**config.mk**
```make
export PLATFORM = sky130hd
export DESIGN_NAME = vlsc_top
export DESIGN_NICKNAME = d
export VERILOG_FILES = /design/src/inc/vlsc_pkg.sv /design/src/vlsc_top.sv
export SDC_FILE = /design/constraint.sdc
export NUM_CORES = 1
export LEC_CHECK = 0
export ABC_AREA = 1
export BUFFER_PORTS_ARGS = -buffer_cell sky130_fd_sc_hd__buf_2
export CAP_MARGIN = 40
export CELL_PAD_IN_SITES_DETAIL_PLACEMENT = 0
export CELL_PAD_IN_SITES_GLOBAL_PLACEMENT = 1
export CORE_MARGIN = 2
export CORE_UTILIZATION = 30
export DETAILED_ROUTE_END_ITERATION = 10
export HOLD_SLACK_MARGIN = 0.02
export PLACE_DENSITY_LB_ADDON = 0.1
export SKIP_CTS_REPAIR_TIMING = 1
export SLEW_MARGIN = 20
export SYNTH_ARGS = -nofsm -noshare
export SYNTH_HDL_FRONTEND = slang
export SYNTH_SLANG_ARGS = --single-unit
```
**constraint.sdc**
```tcl
create_clock -name mclk_i -period 1.3 [get_ports mclk_i]
set_input_delay 0.065 -clock mclk_i [delete_from_list [all_inputs] [get_ports mclk_i]]
set_output_delay 0.065 -clock mclk_i [all_outputs]
set_load 0.01 [all_outputs]
```
**src/inc/vlsc_pkg.sv**
```systemverilog
// vlsc_pkg: register map, field positions, reset values and counts of the
// supply supervisor control block.
// assumes a 32-bit apb slave; printed offsets are word indices (byte = 4 * index).
package vlsc_pkg;

	// register indices as printed; byte address is four times the index
	localparam logic [15:0] VLSC_IDX_CONTROL = 16'hf900;
	localparam logic [15:0] VLSC_IDX_MODE    = 16'hf902;
	localparam logic [15:0] VLSC_IDX_STATUS  = 16'hf904;
	localparam logic [15:0] VLSC_IDX_MASK    = 16'hf906;

	// supervisor_control fields
	localparam int VLSC_THR_LSB   = 0;  // threshold_select 3:0
	localparam int VLSC_ON_BIT    = 8;  // supervisor_on
	localparam int VLSC_FLAG_BIT  = 9;  // under_voltage_flag, read only
	localparam int VLSC_READY_BIT = 10; // result_ready_flag, read only

	// supervisor_mode fields
	localparam int VLSC_ACT_LSB  = 0;  // action_select 1:0
	localparam int VLSC_SAMP_BIT = 8;  // sampling_select
	localparam int VLSC_RUN_LSB  = 9;  // running_mode_select 10:9

	// status / mask bits
	localparam int VLSC_EV_READY = 0;  // result became valid
	localparam int VLSC_EV_UNDER = 1;  // under-voltage detected

	// reset values
	localparam logic [3:0]  VLSC_THR_RST  = 4'h0;
	localparam logic [1:0]  VLSC_ACT_RST  = 2'h0;
	localparam logic [1:0]  VLSC_RUN_RST  = 2'h0;
	localparam logic [1:0]  VLSC_MASK_RST = 2'h0;

	// action_select codes
	localparam logic [1:0]  VLSC_ACT_NONE  = 2'h0;
	localparam logic [1:0]  VLSC_ACT_RESET = 2'h1;
	localparam logic [1:0]  VLSC_ACT_IRQ   = 2'h2;
	localparam logic [1:0]  VLSC_ACT_RST2  = 2'h3;

	// tick counts: settle time, extra when sampling
	localparam logic [2:0]  VLSC_SETTLE_TICKS = 3'h4;
	localparam logic [2:0]  VLSC_SAMPLE_TICKS = 3'h2;

endpackage : vlsc_pkg

```
**src/vlsc_top.sv**
```systemverilog
// vlsc_top: control and status logic of the supply supervisor: apb registers,
// comparator synchroniser, settle counter on the 16 kHz tick, sampling, and
// the reset / interrupt requests toward the chip.
// assumes the comparator and the tick arrive asynchronously; stop_mode_i is on mclk_i.
//
// Operation
// - 4-bit threshold_select in control bits 3:0; codes 3..15 valid, reset 0.
// - supervisor_on at control bit 8 switches the supervisor; resets to off.
// - a supervisor reset leaves supervisor_on set.
// - control and mode registers keep their values across the supervisor reset.
// - read-only under_voltage_flag at control bit 9: 1 while supply is low.
// - switching the supervisor on clears under_voltage_flag.
// - read-only result_ready_flag at control bit 10: 1 once the result is valid.
// - action_select 00 none, 01 reset, 10 interrupt, 11 reset.
// - sampling_select 0 continuous, 1 a sample every two ticks.
// - no sampling while the chip is in stop mode; code holds the flag only with sampling_select 1.
// - sample spacing comes from the low-speed tick.
// - running_mode_select 10 or 11 selects supervisor mode; 00 and 01 prohibited.
// - ready rises four ticks after switch-on, two more with sampling.
// - flag, reset and interrupt stay masked until ready is set; code gates reset and interrupt only.
//
// Decided for this implementation: the APB slave port.
`timescale 1ns/1ps
module vlsc_top
	import vlsc_pkg::*;
(
	input  wire logic        mclk_i,
	input  wire logic        rst_b_i,
	input  wire logic        psel_i,
	input  wire logic        penable_i,
	input  wire logic        pwrite_i,
	input  wire logic [19:0] paddr_i,
	input  wire logic [31:0] pwdata_i,
	input  wire logic [3:0]  pstrb_i,
	input  wire logic        cmp_below_i,
	input  wire logic        tick_16khz_i,
	input  wire logic        stop_mode_i,
	output logic      [31:0] prdata_o,
	output logic             pready_o,
	output logic             pslverr_o,
	output logic             supervisor_on_o,
	output logic      [3:0]  threshold_select_o,
	output logic             sv_reset_o,
	output logic             sv_irq_o,
	output logic             irq_o
);

	typedef struct packed {
		logic [3:0]  thr;
		logic        on;
		logic        flag;
		logic        ready;
		logic [1:0]  act;
		logic        samp;
		logic [1:0]  run;
		logic [2:0]  tcnt;
		logic        scnt;
		logic [1:0]  status;
		logic [1:0]  mask;
		logic        cmp_s1;
		logic        cmp_s2;
		logic        tick_s1;
		logic        tick_s2;
		logic        tick_s3;
		logic [31:0] prdata;
		logic        pready;
		logic        pslverr;
		logic        on_out;
		logic [3:0]  thr_out;
		logic        rst_out;
		logic        irq_out;
		logic        int_out;
	} vlsc_state_t;

	vlsc_state_t st_r;
	vlsc_state_t st_nxt;
	logic [1:0]  rst_sync_r;
	logic        rst_b;

	// reset release through two flops; assertion stays asynchronous
	always_ff @(posedge mclk_i or negedge rst_b_i) begin
		if (!rst_b_i) begin
			rst_sync_r <= 2'h0;
		end else begin
			rst_sync_r <= {rst_sync_r[0], 1'b1};
		end
	end
	assign rst_b = rst_sync_r[1];

	// bus decode terms
	logic        acc;
	logic        wr;
	logic        rd;
	logic [15:0] idx;
	logic        hit_ctl;
	logic        hit_mod;
	logic        hit_sts;
	logic        hit_msk;
	logic        mapped;
	logic        tick_edge;
	logic        sv_active;
	logic [2:0]  target;
	logic        turn_on;
	logic [15:0] wdat;

	assign acc       = psel_i && penable_i && st_r.pready;
	assign wr        = acc && pwrite_i;
	assign rd        = acc && !pwrite_i;
	assign idx       = paddr_i[17:2];
	// every hit carries the page check, so a refused address can neither
	// read a register nor clear the status by a read
	assign hit_ctl   = (paddr_i[19:18] == 2'h0) && (idx == VLSC_IDX_CONTROL);
	assign hit_mod   = (paddr_i[19:18] == 2'h0) && (idx == VLSC_IDX_MODE);
	assign hit_sts   = (paddr_i[19:18] == 2'h0) && (idx == VLSC_IDX_STATUS);
	assign hit_msk   = (paddr_i[19:18] == 2'h0) && (idx == VLSC_IDX_MASK);
	assign mapped    = hit_ctl || hit_mod || hit_sts || hit_msk;
	assign wdat      = pwdata_i[15:0];
	// tick edge comes from the second and third stages, never the first
	assign tick_edge = st_r.tick_s2 && !st_r.tick_s3;
	// supervisor mode only with running_mode_select 1x
	assign sv_active = st_r.on && st_r.run[1];
	assign target    = st_r.samp ? 3'(VLSC_SETTLE_TICKS + VLSC_SAMPLE_TICKS)
	                             : VLSC_SETTLE_TICKS;
	// a write of 1 while already on does not restart the judgment
	assign turn_on   = wr && hit_ctl && pstrb_i[1] && wdat[VLSC_ON_BIT] && !st_r.on;

	// next-state logic
	always_comb begin
		st_nxt = st_r;
		// synchronisers: the first stage feeds only the second
		st_nxt.cmp_s1  = cmp_below_i;
		st_nxt.cmp_s2  = st_r.cmp_s1;
		st_nxt.tick_s1 = tick_16khz_i;
		st_nxt.tick_s2 = st_r.tick_s1;
		st_nxt.tick_s3 = st_r.tick_s2;

		// apb: one wait-free access phase, read data prepared in setup
		st_nxt.pready  = psel_i && !penable_i && !st_r.pready;
		st_nxt.pslverr = psel_i && !penable_i && !st_r.pready && !mapped;
		if (psel_i && !penable_i) begin
			st_nxt.prdata = 32'h0;
			if (hit_ctl) begin
				st_nxt.prdata[VLSC_THR_LSB +: 4] = st_r.thr;
				st_nxt.prdata[VLSC_ON_BIT]       = st_r.on;
				st_nxt.prdata[VLSC_FLAG_BIT]     = st_r.flag;
				st_nxt.prdata[VLSC_READY_BIT]    = st_r.ready;
			end else if (hit_mod) begin
				st_nxt.prdata[VLSC_ACT_LSB +: 2] = st_r.act;
				st_nxt.prdata[VLSC_SAMP_BIT]     = st_r.samp;
				st_nxt.prdata[VLSC_RUN_LSB +: 2] = st_r.run;
			end else if (hit_sts) begin
				st_nxt.prdata[1:0] = st_r.status;
			end else if (hit_msk) begin
				st_nxt.prdata[1:0] = st_r.mask;
			end
		end

		// register writes; only rst_b clears these, never the supervisor reset
		if (wr && mapped) begin
			if (hit_ctl && pstrb_i[0]) begin
				st_nxt.thr = wdat[VLSC_THR_LSB +: 4];
			end
			if (hit_ctl && pstrb_i[1]) begin
				st_nxt.on = wdat[VLSC_ON_BIT];
			end
			if (hit_mod && pstrb_i[0]) begin
				st_nxt.act = wdat[VLSC_ACT_LSB +: 2];
			end
			if (hit_mod && pstrb_i[1]) begin
				st_nxt.samp = wdat[VLSC_SAMP_BIT];
				st_nxt.run  = wdat[VLSC_RUN_LSB +: 2];
			end
			if (hit_msk && pstrb_i[0]) begin
				st_nxt.mask = wdat[1:0];
			end
		end

		// settle counting and detection
		if (turn_on) begin
			// fresh judgment: flag and ready restart
			st_nxt.flag  = 1'b0;
			st_nxt.ready = 1'b0;
			st_nxt.tcnt  = 3'h0;
			st_nxt.scnt  = 1'b0;
		end else if (!sv_active) begin
			st_nxt.ready = 1'b0;
			st_nxt.tcnt  = 3'h0;
			st_nxt.scnt  = 1'b0;
		end else if (!st_r.ready) begin
			// ticks halt in stop mode, so the count simply waits
			if (tick_edge && !stop_mode_i) begin
				st_nxt.tcnt = 3'(st_r.tcnt + 3'h1);
				if (3'(st_r.tcnt + 3'h1) == target) begin
					st_nxt.ready = 1'b1;
					st_nxt.flag  = st_r.cmp_s2;
				end
			end
		end else if (!st_r.samp) begin
			st_nxt.flag = st_r.cmp_s2;
		end else if (tick_edge && !stop_mode_i) begin
			// spacing counted in ticks, so it follows the low-speed clock
			st_nxt.scnt = !st_r.scnt;
			if (st_r.scnt) begin
				st_nxt.flag = st_r.cmp_s2;
			end
		end

		// sticky events; a set in the clearing cycle wins
		if (rd && hit_sts) begin
			st_nxt.status = 2'h0;
		end
		if (st_nxt.ready && !st_r.ready) begin
			st_nxt.status[VLSC_EV_READY] = 1'b1;
		end
		if (st_nxt.flag && !st_r.flag && st_nxt.ready) begin
			st_nxt.status[VLSC_EV_UNDER] = 1'b1;
		end

		// registered outputs; requests only once the result is valid
		st_nxt.on_out  = st_r.on;
		st_nxt.thr_out = st_r.thr;
		st_nxt.rst_out = st_r.ready && st_r.flag && st_r.act[0];
		st_nxt.irq_out = st_r.ready && st_r.flag &&
		                 (st_r.act == VLSC_ACT_IRQ);
		st_nxt.int_out = |(st_r.status & st_r.mask);
	end

	// single state register
	always_ff @(posedge mclk_i or negedge rst_b) begin
		if (!rst_b) begin
			st_r        <= '0;
			st_r.thr    <= VLSC_THR_RST;
			st_r.act    <= VLSC_ACT_RST;
			st_r.run    <= VLSC_RUN_RST;
			st_r.mask   <= VLSC_MASK_RST;
		end else begin
			st_r <= st_nxt;
		end
	end

	assign prdata_o           = st_r.prdata;
	assign pready_o           = st_r.pready;
	assign pslverr_o          = st_r.pslverr;
	assign supervisor_on_o    = st_r.on_out;
	assign threshold_select_o = st_r.thr_out;
	assign sv_reset_o         = st_r.rst_out;
	assign sv_irq_o           = st_r.irq_out;
	assign irq_o              = st_r.int_out;
endmodule // vlsc_top
```
==> results.toml, run 1 <==
[critical_path]
cpMostUsedCell = "nand2_1"
end_kind = "flop"
r2r_slack_ps = -160
critPathBufInv = 1
crit_type = "flop to flop"
cp_max_fo = 2
reg2regPathDepth = 10
cp_slowest_cell = "dfrtp_1"
crit_path_max_incr_delay_ps = 420
crit_path_start = "st_r[53]$_DFFE_PN0P_"
cpLargestDelayFamily = "simple AND/OR/NAND/NOR gates"
cp_data_required_time_ps = 1490
start_kind = "flop"
r2r-end = "st_r[61]$_DFF_PN0_"
cp_data_arrival_time_ps = 1650
path_cells = "ha_4 -> inv_2 -> nand2_1 -> nand3_1 -> nor2_1 -> nand3_1 -> nand2_1 -> nand2_1 -> o21ai_1 -> nor2_1"
r2r_start = "st_r[53]$_DFFE_PN0P_"

[routing]
routed_wirelength_um = 4940
drtIter0Drc = 75
vias = 1868
drc = 0
firstDrtPassIters = 4
via_per_inst = 4.18
avgRoutedWirePerCell_um = 11.1
drt.antenna.violating_nets = 0

[sta]
fin_crit_ps = 1460
max_freq_mhz = 683
fin_crit_sh_pct = 113
rsz0062_at_grt = "yes"
drv_slew = 0
whs_ps = 16.9
fin_worst_skew_ps = 5.96
finalHoldViolCount = 0
setup_viol = 3
fin_ws_ps = -163

[yosys]
yosys-top-cells-area = "dfrtp_1, buf_4, nand2_1, nand4_1, nor2_1"
yosys.area_share.simple_pct = 30.8
netlist.area_leader.share_pct = 47.0
ys_ff_latch = 44
syn_area_per_cell_um2 = 8.62
netlist_area_um2 = 2340
synth_cell_types = 31
synth_xor_area_share_pct = 0.374
synthAdderAreaFrac_pct = 0.534
yosys.area.top_type = "dfrtp_1"
synth_warnings = 0
post_synth_inst_count = 272
synthMuxAreaShare_pct = 0
synth_top_family_by_area = "simple AND/OR/NAND/NOR gates"
synth.yosys.seq_area_share_pct = 47.0
synth-compound-area-share_pct = 4.43

[global_route]
busiest_layer = "met2"
grt_max_degree = 43
grt_pass1_vias = 1825
grt_use_met3_pct = 2.44
overflow = 0
grt_use_total_pct = 12.5
grt_first_pass_wirelength_um = 8460
grtUsageMet1_pct = 16.9
grtUsageMet2_pct = 20.4
grt_antenna_before_repair = 0

[floorplan]
core_um2 = 7650
die-width_um = 92.4
fp.dieArea_um2 = 8540
initial_core_util_pct = 30.7
placementRows = 32
num_io_pins = 106
die-height_um = 92.4

[clock_network]
cts_sinks = 44
clk_latency_ps = 290
path_clk_slew_ps = 80
htreeDepth = 2
clk_path_buf_depth = 2
cts_buffers = 5
root_buffer = "clkbuf_8"
cts_tree = "yes"

[worst_hold_path]
whs_endpoint = "st_r[55]$_DFFE_PN0P_"
hold_depth = 3
hold_path.class = "input port to flop"
hp-start = "pwdata_i[9]"

[status]
status = "finished with violations"
violations = "setup timing"

[final_layout]
final_common_cell = "nand2_1"
final_area_um2 = 2900
syn2layout_area_growth_pct = 23.9
fin_nets = 409
final-instance-count-excl-fill = 447
nFillCells = 823
layout_common_cells = "nand2_1, buf_2, dfrtp_1"
diodes = 0
post_route_cells_drive_above_1_share_pct = 31.6

[power]
cellLeakagePower_nw = 1.51
pwr-share-comb_pct = 9.5
p_sw_mw = 0.615
power_mw = 2.53
pwr-share-clk_pct = 35.3
switching_share_pct = 24.3
peakVddDrop_mv = 0.346
power_frac_seq_pct = 55.2
intPower_mw = 1.91
p_per_area_nw_per_um2 = 871

[placement]
portBuffers = 51
dp_slack_ps = -163
placed_cells = 432
routabilityCongestion = 0.758
dpl.hpwl_um = 3920
placed_area_um2 = 2720

[job]
cap_violations = 0
==> stage by stage <==
stage	util (%)	setup TNS [ps]
2_1_floorplan	-	-102
3_3_place_gp	35.6	-677
3_5_place_dp	35.6	-671
4_1_cts	36.8	-461
5_1_grt	38.0	-754
6_report	38.0	-376
==> worst reg2reg max path, cell delays in order (launching register included) <==
cell	delay [ps]
dfrtp_1	420
ha_4	280
inv_2	30
nand2_1	50
nand3_1	70
nor2_1	90
nand3_1	90
nand2_1	100
nand2_1	70
o21ai_1	120
nor2_1	50
==> cells in the mapped netlist <==
library cell / number
nand3_2: 3
nand2_2: 2
a31oi_1: 1
o31ai_1: 1
nor2_2: 8
nand2_1: 60
buf_8: 1
buf_2: 1
and3_1: 2
o21ai_1: 2
nor2_4: 1
ha_1: 1
o211ai_1: 1
buf_4: 36
nand3_1: 16
nor3_1: 1
a22o_1: 1
conb_1: 2
nand4_1: 17
nand4_4: 1
nor2_8: 1
o22ai_1: 3
xnor2_1: 1
dfrtp_1: 44
o21ai_0: 7
a21oi_1: 2
nand3_4: 2
inv_1: 25
nand4_2: 1
inv_2: 1
nor2_1: 27
==> cell type report <==
| type | instances | area [um2] | share of cell area (%) |
|---|---|---|---|
| Tap cell | 102 | 128 | 4.39 |
| Inverter | 26 | 97.6 | 3.36 |
| Clock inverter | 1 | 7.51 | 0.259 |
| Clock buffer | 7 | 86.3 | 2.97 |
| Timing Repair Buffer | 79 | 513 | 17.7 |
| Sequential cell | 44 | 1100 | 38.0 |
| Multi-Input combinational cell | 188 | 968 | 33.3 |
==> power by group through the flow <==
stage	sequential [mW]	combinational (mW)	clock [mW]
after floorplan	1.44	0.158	0
after global placement	1.42	0.234	0
after CTS	1.40	0.236	0.932
final	1.40	0.241	0.892
after global routing	1.40	0.272	0.982
after detailed placement	1.43	0.235	0
==> per-layer routing <==
metal	part of all wire (%)	vias to the layer above
met5	0	-
met4	1.3	0
met3	5.4	6
met2	44	59
met1	49	837
li1	-	966
==> how the worst max path moves through the flow <==
| stage | end | slack (ps) | cells after the start |
|---|---|---|---|
| after floorplan | st_r[61]$_DFF_PN0_ | -60 | 10 |
| after global placement | st_r[61]$_DFF_PN0_ | -120 | 11 |
| after detailed placement | st_r[61]$_DFF_PN0_ | -160 | 10 |
| after CTS | st_r[61]$_DFF_PN0_ | -170 | 10 |
| after global routing | st_r[61]$_DFF_PN0_ | -280 | 11 |
| final | st_r[61]$_DFF_PN0_ | -160 | 10 |
==> sequential cells by signal, indices dropped and copies added (netlist names) <==
signal and cells:
threshold_select_o 4, pready_o 1, supervisor_on_o 1, st_nxt 8, sv_irq_o 1, st_r 17, prdata_o 7, irq_o 1
sv_reset_o 1, pslverr_o 1, rst_sync_r 2
==> cell families (layout without fill, tap and decap cells) <==
| logic type | Yosys count | after routing |
|---|---|---|
| AO/OA/AOI/OAI | 18 | 18 |
| other | 2 | 26 |
| XOR/XNOR | 1 | 1 |
| AND/OR/NAND/NOR | 142 | 142 |
| flip-flops | 44 | 44 |
| adder cells (fa/ha/maj) | 1 | 1 |
| buffers and inverters | 64 | 113 |
No activity file was read; power rests on OpenSTA's default activity.
==> run 2, diff against run 1 <==
MAX_ROUTING_LAYER = met4   (was unset)
PLACE_DENSITY = 0.74   (was unset)
PLACE_DENSITY_LB_ADDON = unset   (was 0.1)
==> run 2 against run 1 <==
The flow still finishes with violations (setup timing). Clock-buffer cell count down 1. Die area stayed put. Largest power group unchanged. Worst setup slack got worse by 20 ps. Largest cell class unchanged. Utilization fell by 0.38 points. Sequential power about the same. Combinational power about the same. Critical path depth up 1. Power decreased by 2.5%. First-iteration DRC count rose by 71%. Cell count is the same.
==> results.toml, run 2 (synthesized netlist as in run 1, its figures left out) <==
[clock_network]
cts_buffers = 5
clk_latency_ps = 290
htreeDepth = 2
cts_sinks = 44
clk_path_buf_depth = 2
root_buffer = "clkbuf_8"
cts_tree = "yes"
path_clk_slew_ps = 80

[routing]
via_per_inst = 4.21
drc = 0
drt.antenna.violating_nets = 0
drtIter0Drc = 128
routed_wirelength_um = 4820
avgRoutedWirePerCell_um = 10.8
firstDrtPassIters = 4
vias = 1884

[status]
status = "finished with violations"
violations = "setup timing"

[critical_path]
cp_data_required_time_ps = 1540
reg2regPathDepth = 11
path_cells = "ha_4 -> inv_2 -> nand2_1 -> nand3_1 -> nor2_1 -> nand3_1 -> nand2_1 -> nand2_2 -> inv_2 -> nand4_1 -> nand2_1"
cp_max_fo = 2
critPathBufInv = 2
r2r_start = "st_r[53]$_DFFE_PN0P_"
cpMostUsedCell = "nand2_1"
cpLargestDelayFamily = "simple AND/OR/NAND/NOR gates"
crit_path_max_incr_delay_ps = 420
crit_type = "flop to flop"
end_kind = "flop"
cp_slowest_cell = "dfrtp_1"
cp_data_arrival_time_ps = 1720
r2r_slack_ps = -180
r2r-end = "st_r[50]$_DFFE_PN0P_"
start_kind = "flop"
cp_num_cells = 11

[floorplan]
core_um2 = 7650
die-width_um = 92.4
initial_core_util_pct = 30.7
fp.dieArea_um2 = 8540
die-height_um = 92.4
num_io_pins = 106
placementRows = 32

[final_layout]
largest_reg_flops = 17
syn2layout_area_growth_pct = 22.6
top_register = "st_r"
layout_common_cells = "nand2_1, buf_2, dfrtp_1"
fin_nets = 409
diodes = 0
final_common_cell = "nand2_1"
final_area_um2 = 2880
post_route_cells_drive_above_1_share_pct = 31.3
final-instance-count-excl-fill = 447

[global_route]
grt_use_total_pct = 12.6
grt_first_pass_wirelength_um = 8380
grt_antenna_before_repair = 0
grt_pass1_vias = 1823
grt_max_degree = 43
overflow = 0

[power]
p_per_area_nw_per_um2 = 858
cellLeakagePower_nw = 1.50
peakVddDrop_mv = 0.438

[worst_hold_path]
hold_depth = 3
hold_path.class = "input port to flop"
whs_endpoint = "st_r[56]$_DFFE_PN0P_"
hp-start = "pwdata_i[10]"

[sta]
fin_crit_sh_pct = 114
finalHoldViolCount = 0
drv_slew = 0
fin_ws_ps = -183
fin_crit_ps = 1480
max_freq_mhz = 674
rsz0062_at_grt = "yes"
fin_worst_skew_ps = 7.43
setup_viol = 3

[placement]
routabilityCongestion = 0.782
portBuffers = 51
placed_area_um2 = 2690
placed_cells = 431
dpl.hpwl_um = 3720

[job]
cap_violations = 0
## run 2: cell type report
class | instances | area (um2)
clock buffer | 6 | 72.6
sequential | 44 | 1100
timing repair buffer | 79 | 493
fill | 798 | 4770
multi-input combinational | 188 | 970
clock inverter | 2 | 12.5
tap | 102 | 128
inverter | 26 | 97.6
## run 2: per-stage QoR
step	power (mW)	hold WS, ps	utilization (%)	worst slack (ps)	TNS, ps
after floorplan	1.60	-231	-	-61.6	-102
after global placement	1.65	-149	35.2	-102	-214
after detailed placement	1.65	-147	35.2	-169	-427
after CTS	2.51	-478	36.3	-180	-445
after global routing	2.61	38.5	37.6	-329	-759
final	2.47	28.0	37.6	-183	-401
## run 2: how the worst max path moves through the flow
stage | startpoint | to | slack (ps)
after floorplan | st_r[52]$_DFFE_PN0P_ | st_r[61]$_DFF_PN0_ | -60
after global placement | st_r[53]$_DFFE_PN0P_ | st_r[61]$_DFF_PN0_ | -100
after detailed placement | st_r[53]$_DFFE_PN0P_ | st_r[61]$_DFF_PN0_ | -170
after CTS | st_r[53]$_DFFE_PN0P_ | st_r[61]$_DFF_PN0_ | -180
after global routing | st_r[53]$_DFFE_PN0P_ | st_r[50]$_DFFE_PN0P_ | -330
final | st_r[53]$_DFFE_PN0P_ | st_r[50]$_DFFE_PN0P_ | -180
## run 2: report_power, final
group	internal (mW)	total [mW]	switching [mW]
Combinational	0.0946	0.239	0.145
Clock	0.376	0.829	0.453
Sequential	1.39	1.40	0.0103
Total	1.86	2.47	0.608
## run 2: tightest hold or removal path, delay by kind of cell
family                 cells  cell delay, ps
buffers and inverters      1             100
AND/OR/NAND/NOR            2             120
## run 2: routing by layer
metal / track usage (%) / routed length (um) / vias up
met5: - / 0 / -
met4: 3.98 / 74 / 0
met3: 2.77 / 240 / 9
met2: 19.6 / 2260 / 45
met1: 16.5 / 2250 / 870
li1: - / - / 960
==> run 3, diff against run 2 <==
ABC_AREA = unset   (was 1)
CORE_UTILIZATION = 31   (was 30)
==> run 3 against run 2 <==
The flow still finishes with violations (setup timing). Wire length shrank 8.3%. Flip-flop and latch count is the same. Die area shrank 9.7%. Clock-buffer cell count shrank 1. Clock power grew 3.5%. Critical path depth shrank 7. Worst setup slack lost 70 ps. First-iteration DRC count shrank 65%. Clock skew grew 4.6 ps. Hold slack gained 21 ps. Via count shrank 20%. Critical path type unchanged. Highest routed layer unchanged.
==> results.toml, run 3 <==
[status]
status = "finished with violations"
violations = "setup timing"

[routing]
via_per_inst = 4.28
drtIter0Drc = 45
drc = 0
vias = 1516
avgRoutedWirePerCell_um = 12.5
firstDrtPassIters = 4
routed_wirelength_um = 4420
drt.antenna.violating_nets = 0

[clock_network]
cts_buffers = 5
clk_latency_ps = 300
cts_tree = "yes"
htreeDepth = 2
clk_path_buf_depth = 2
path_clk_slew_ps = 80
cts_sinks = 44
root_buffer = "clkbuf_8"

[yosys]
yosysMostFrequentCell = "dfrtp_1"
ys_ff_latch = 44
netlist_area_um2 = 2180
synth-compound-area-share_pct = 4.71
synth_edf_count = 0
synth_cell_types = 43
syn_area_per_cell_um2 = 12.1
yosys.area.top_type = "dfrtp_1"
synthArstFlopShare_pct = 100
yosys-top-cells-area = "dfrtp_1, buf_4, mux2_4, mux2_2, mux2i_1"
synth_xor_area_share_pct = 2.01
netlist.area_leader.share_pct = 50.6
synth_ff_type = "dfrtp_1"
synthAdderAreaFrac_pct = 0.575
post_synth_inst_count = 180
synth.yosys.seq_area_share_pct = 50.6
synth_warnings = 0
synth_top_family_by_area = "simple AND/OR/NAND/NOR gates"
synthMuxAreaShare_pct = 11.6
yosys.area_share.simple_pct = 16.0
synth_common_cells = "dfrtp_1, buf_4, nand2_1"

[sta]
finalHoldViolCount = 0
fin_worst_skew_ps = 12.0
max_freq_mhz = 644
slew-limit-headroom_pct = 65.9
drv_slew = 0
fin_crit_sh_pct = 119
fin_ws_ps = -253
fin_crit_ps = 1550
setup_viol = 15
rsz0062_at_grt = "yes"
worst_pin_slew_ps = 511

[power]
pwr-share-clk_pct = 34.4
pwr-share-comb_pct = 10.0
p_per_area_nw_per_um2 = 867
p_sw_mw = 0.622
peakVddDrop_mv = 0.477
power_frac_seq_pct = 55.6
intPower_mw = 1.87
switching_share_pct = 24.9
cellLeakagePower_nw = 1.42

[global_route]
overflow = 0
grt_antenna_before_repair = 0
grt_use_total_pct = 12.0
grt_pass1_vias = 1424
grt_max_degree = 43
grt_first_pass_wirelength_um = 6860

[final_layout]
layout_common_cells = "buf_2, dfrtp_1, conb_1"
post_route_cells_drive_above_1_share_pct = 48.8
top_register = "st_r"
final_common_cell = "buf_2"
final_area_um2 = 2880
final-instance-count-excl-fill = 354
largest_reg_flops = 17
fin_nets = 322
diodes = 0
syn2layout_area_growth_pct = 32.3

[critical_path]
cp_max_fo = 4
reg2regPathDepth = 4
start_kind = "flop"
end_kind = "flop"
r2r-end = "st_nxt[5]$_DFFE_PN0P_"
r2r_start = "pready_o$_DFF_PN0_"
crit_type = "flop to flop"
crit_end = "st_nxt[5]$_DFFE_PN0P_"
r2r_slack_ps = -250
cp_data_required_time_ps = 1490
cp_data_arrival_time_ps = 1740
crit_path_start = "pready_o$_DFF_PN0_"

[floorplan]
die-height_um = 87.8
initial_core_util_pct = 32.0
core_um2 = 6790
num_io_pins = 106
placementRows = 30
fp.dieArea_um2 = 7710
die-width_um = 87.8

[worst_hold_path]
hold_path.class = "input port to flop"

[placement]
placed_area_um2 = 2610
placed_cells = 335
routabilityCongestion = 0.732
dpl.hpwl_um = 3390
portBuffers = 51

[job]
cap_violations = 0
## run 3: cell count changes after synthesis, sizes merged, moves of 5 or more
cell   delta
o21ai     -7
nor2     -31
nand3    -16
nand4    -17
inv      -21
nand2    -49
mux2i     +5
mux2     +12
## run 3: through the flow
stage	hold WS (ps)	utilization, %	setup slack (ps)	TNS, ps	power [mW]
5_1_grt	35.6	42.4	-291	-3650	2.64
3_3_place_gp	-149	38.4	-336	-5490	1.63
3_5_place_dp	-147	38.4	-351	-5910	1.63
4_1_cts	-480	39.7	-330	-3290	2.51
6_report	49.3	42.4	-253	-2800	2.50
2_1_floorplan	-231	-	-378	-3000	1.56
## run 3: layout make-up
class / count / area (um2)
Clock buffer: 5 / 68.8
Clock inverter: 3 / 21.3
Fill cell: 649 / 3910
Inverter: 5 / 18.8
Multi-Input combinational cell: 116 / 1000
Sequential cell: 44 / 1100
Tap cell: 96 / 120
Timing Repair Buffer: 85 / 549
## run 3: worst min path at each step
stage / cells past startpoint / from / endpoint
floorplan: 0 / rst_b_i / rst_sync_r[0]$_DFF_PN0_
global placement: 1 / rst_b_i / rst_sync_r[0]$_DFF_PN0_
detailed placement: 1 / rst_b_i / rst_sync_r[0]$_DFF_PN0_
CTS: 1 / rst_b_i / rst_sync_r[1]$_DFF_PN0_
global route: 2 / pwdata_i[8] / st_r[57]$_DFFE_PN0P_
finish: 2 / pwdata_i[8] / st_r[57]$_DFFE_PN0P_
## run 3: power groups by stage
stage	combinational, mW	sequential (mW)	clock, mW
floorplan	0.128	1.43	0
global placement	0.213	1.42	0
detailed placement	0.216	1.42	0
CTS	0.216	1.39	0.909
global route	0.278	1.39	0.975
finish	0.250	1.39	0.858
## run 3: layer usage
layer,GRT usage (%),up-vias,share of wire [%]
met5,-,-,0
met4,3.78,0,1.2
met3,3.11,7,4.4
met2,19.5,41,50
met1,14.6,742,44
li1,-,726,-
## run 3: cells by family after synthesis
logic type,after synthesis
flip-flops,44
adder cells (fa/ha/maj),1
other,2
buffers and inverters,44
multiplexers,19
XOR/XNOR,5
AO/OA/AOI/OAI,13
AND/OR/NAND/NOR,52
## run 3: critical path, cell delays in order, from the launching register on
cell,delay [ps]
dfrtp_1,360
and4_4,240
nand2_2,40
or4_4,480
mux2_4,320
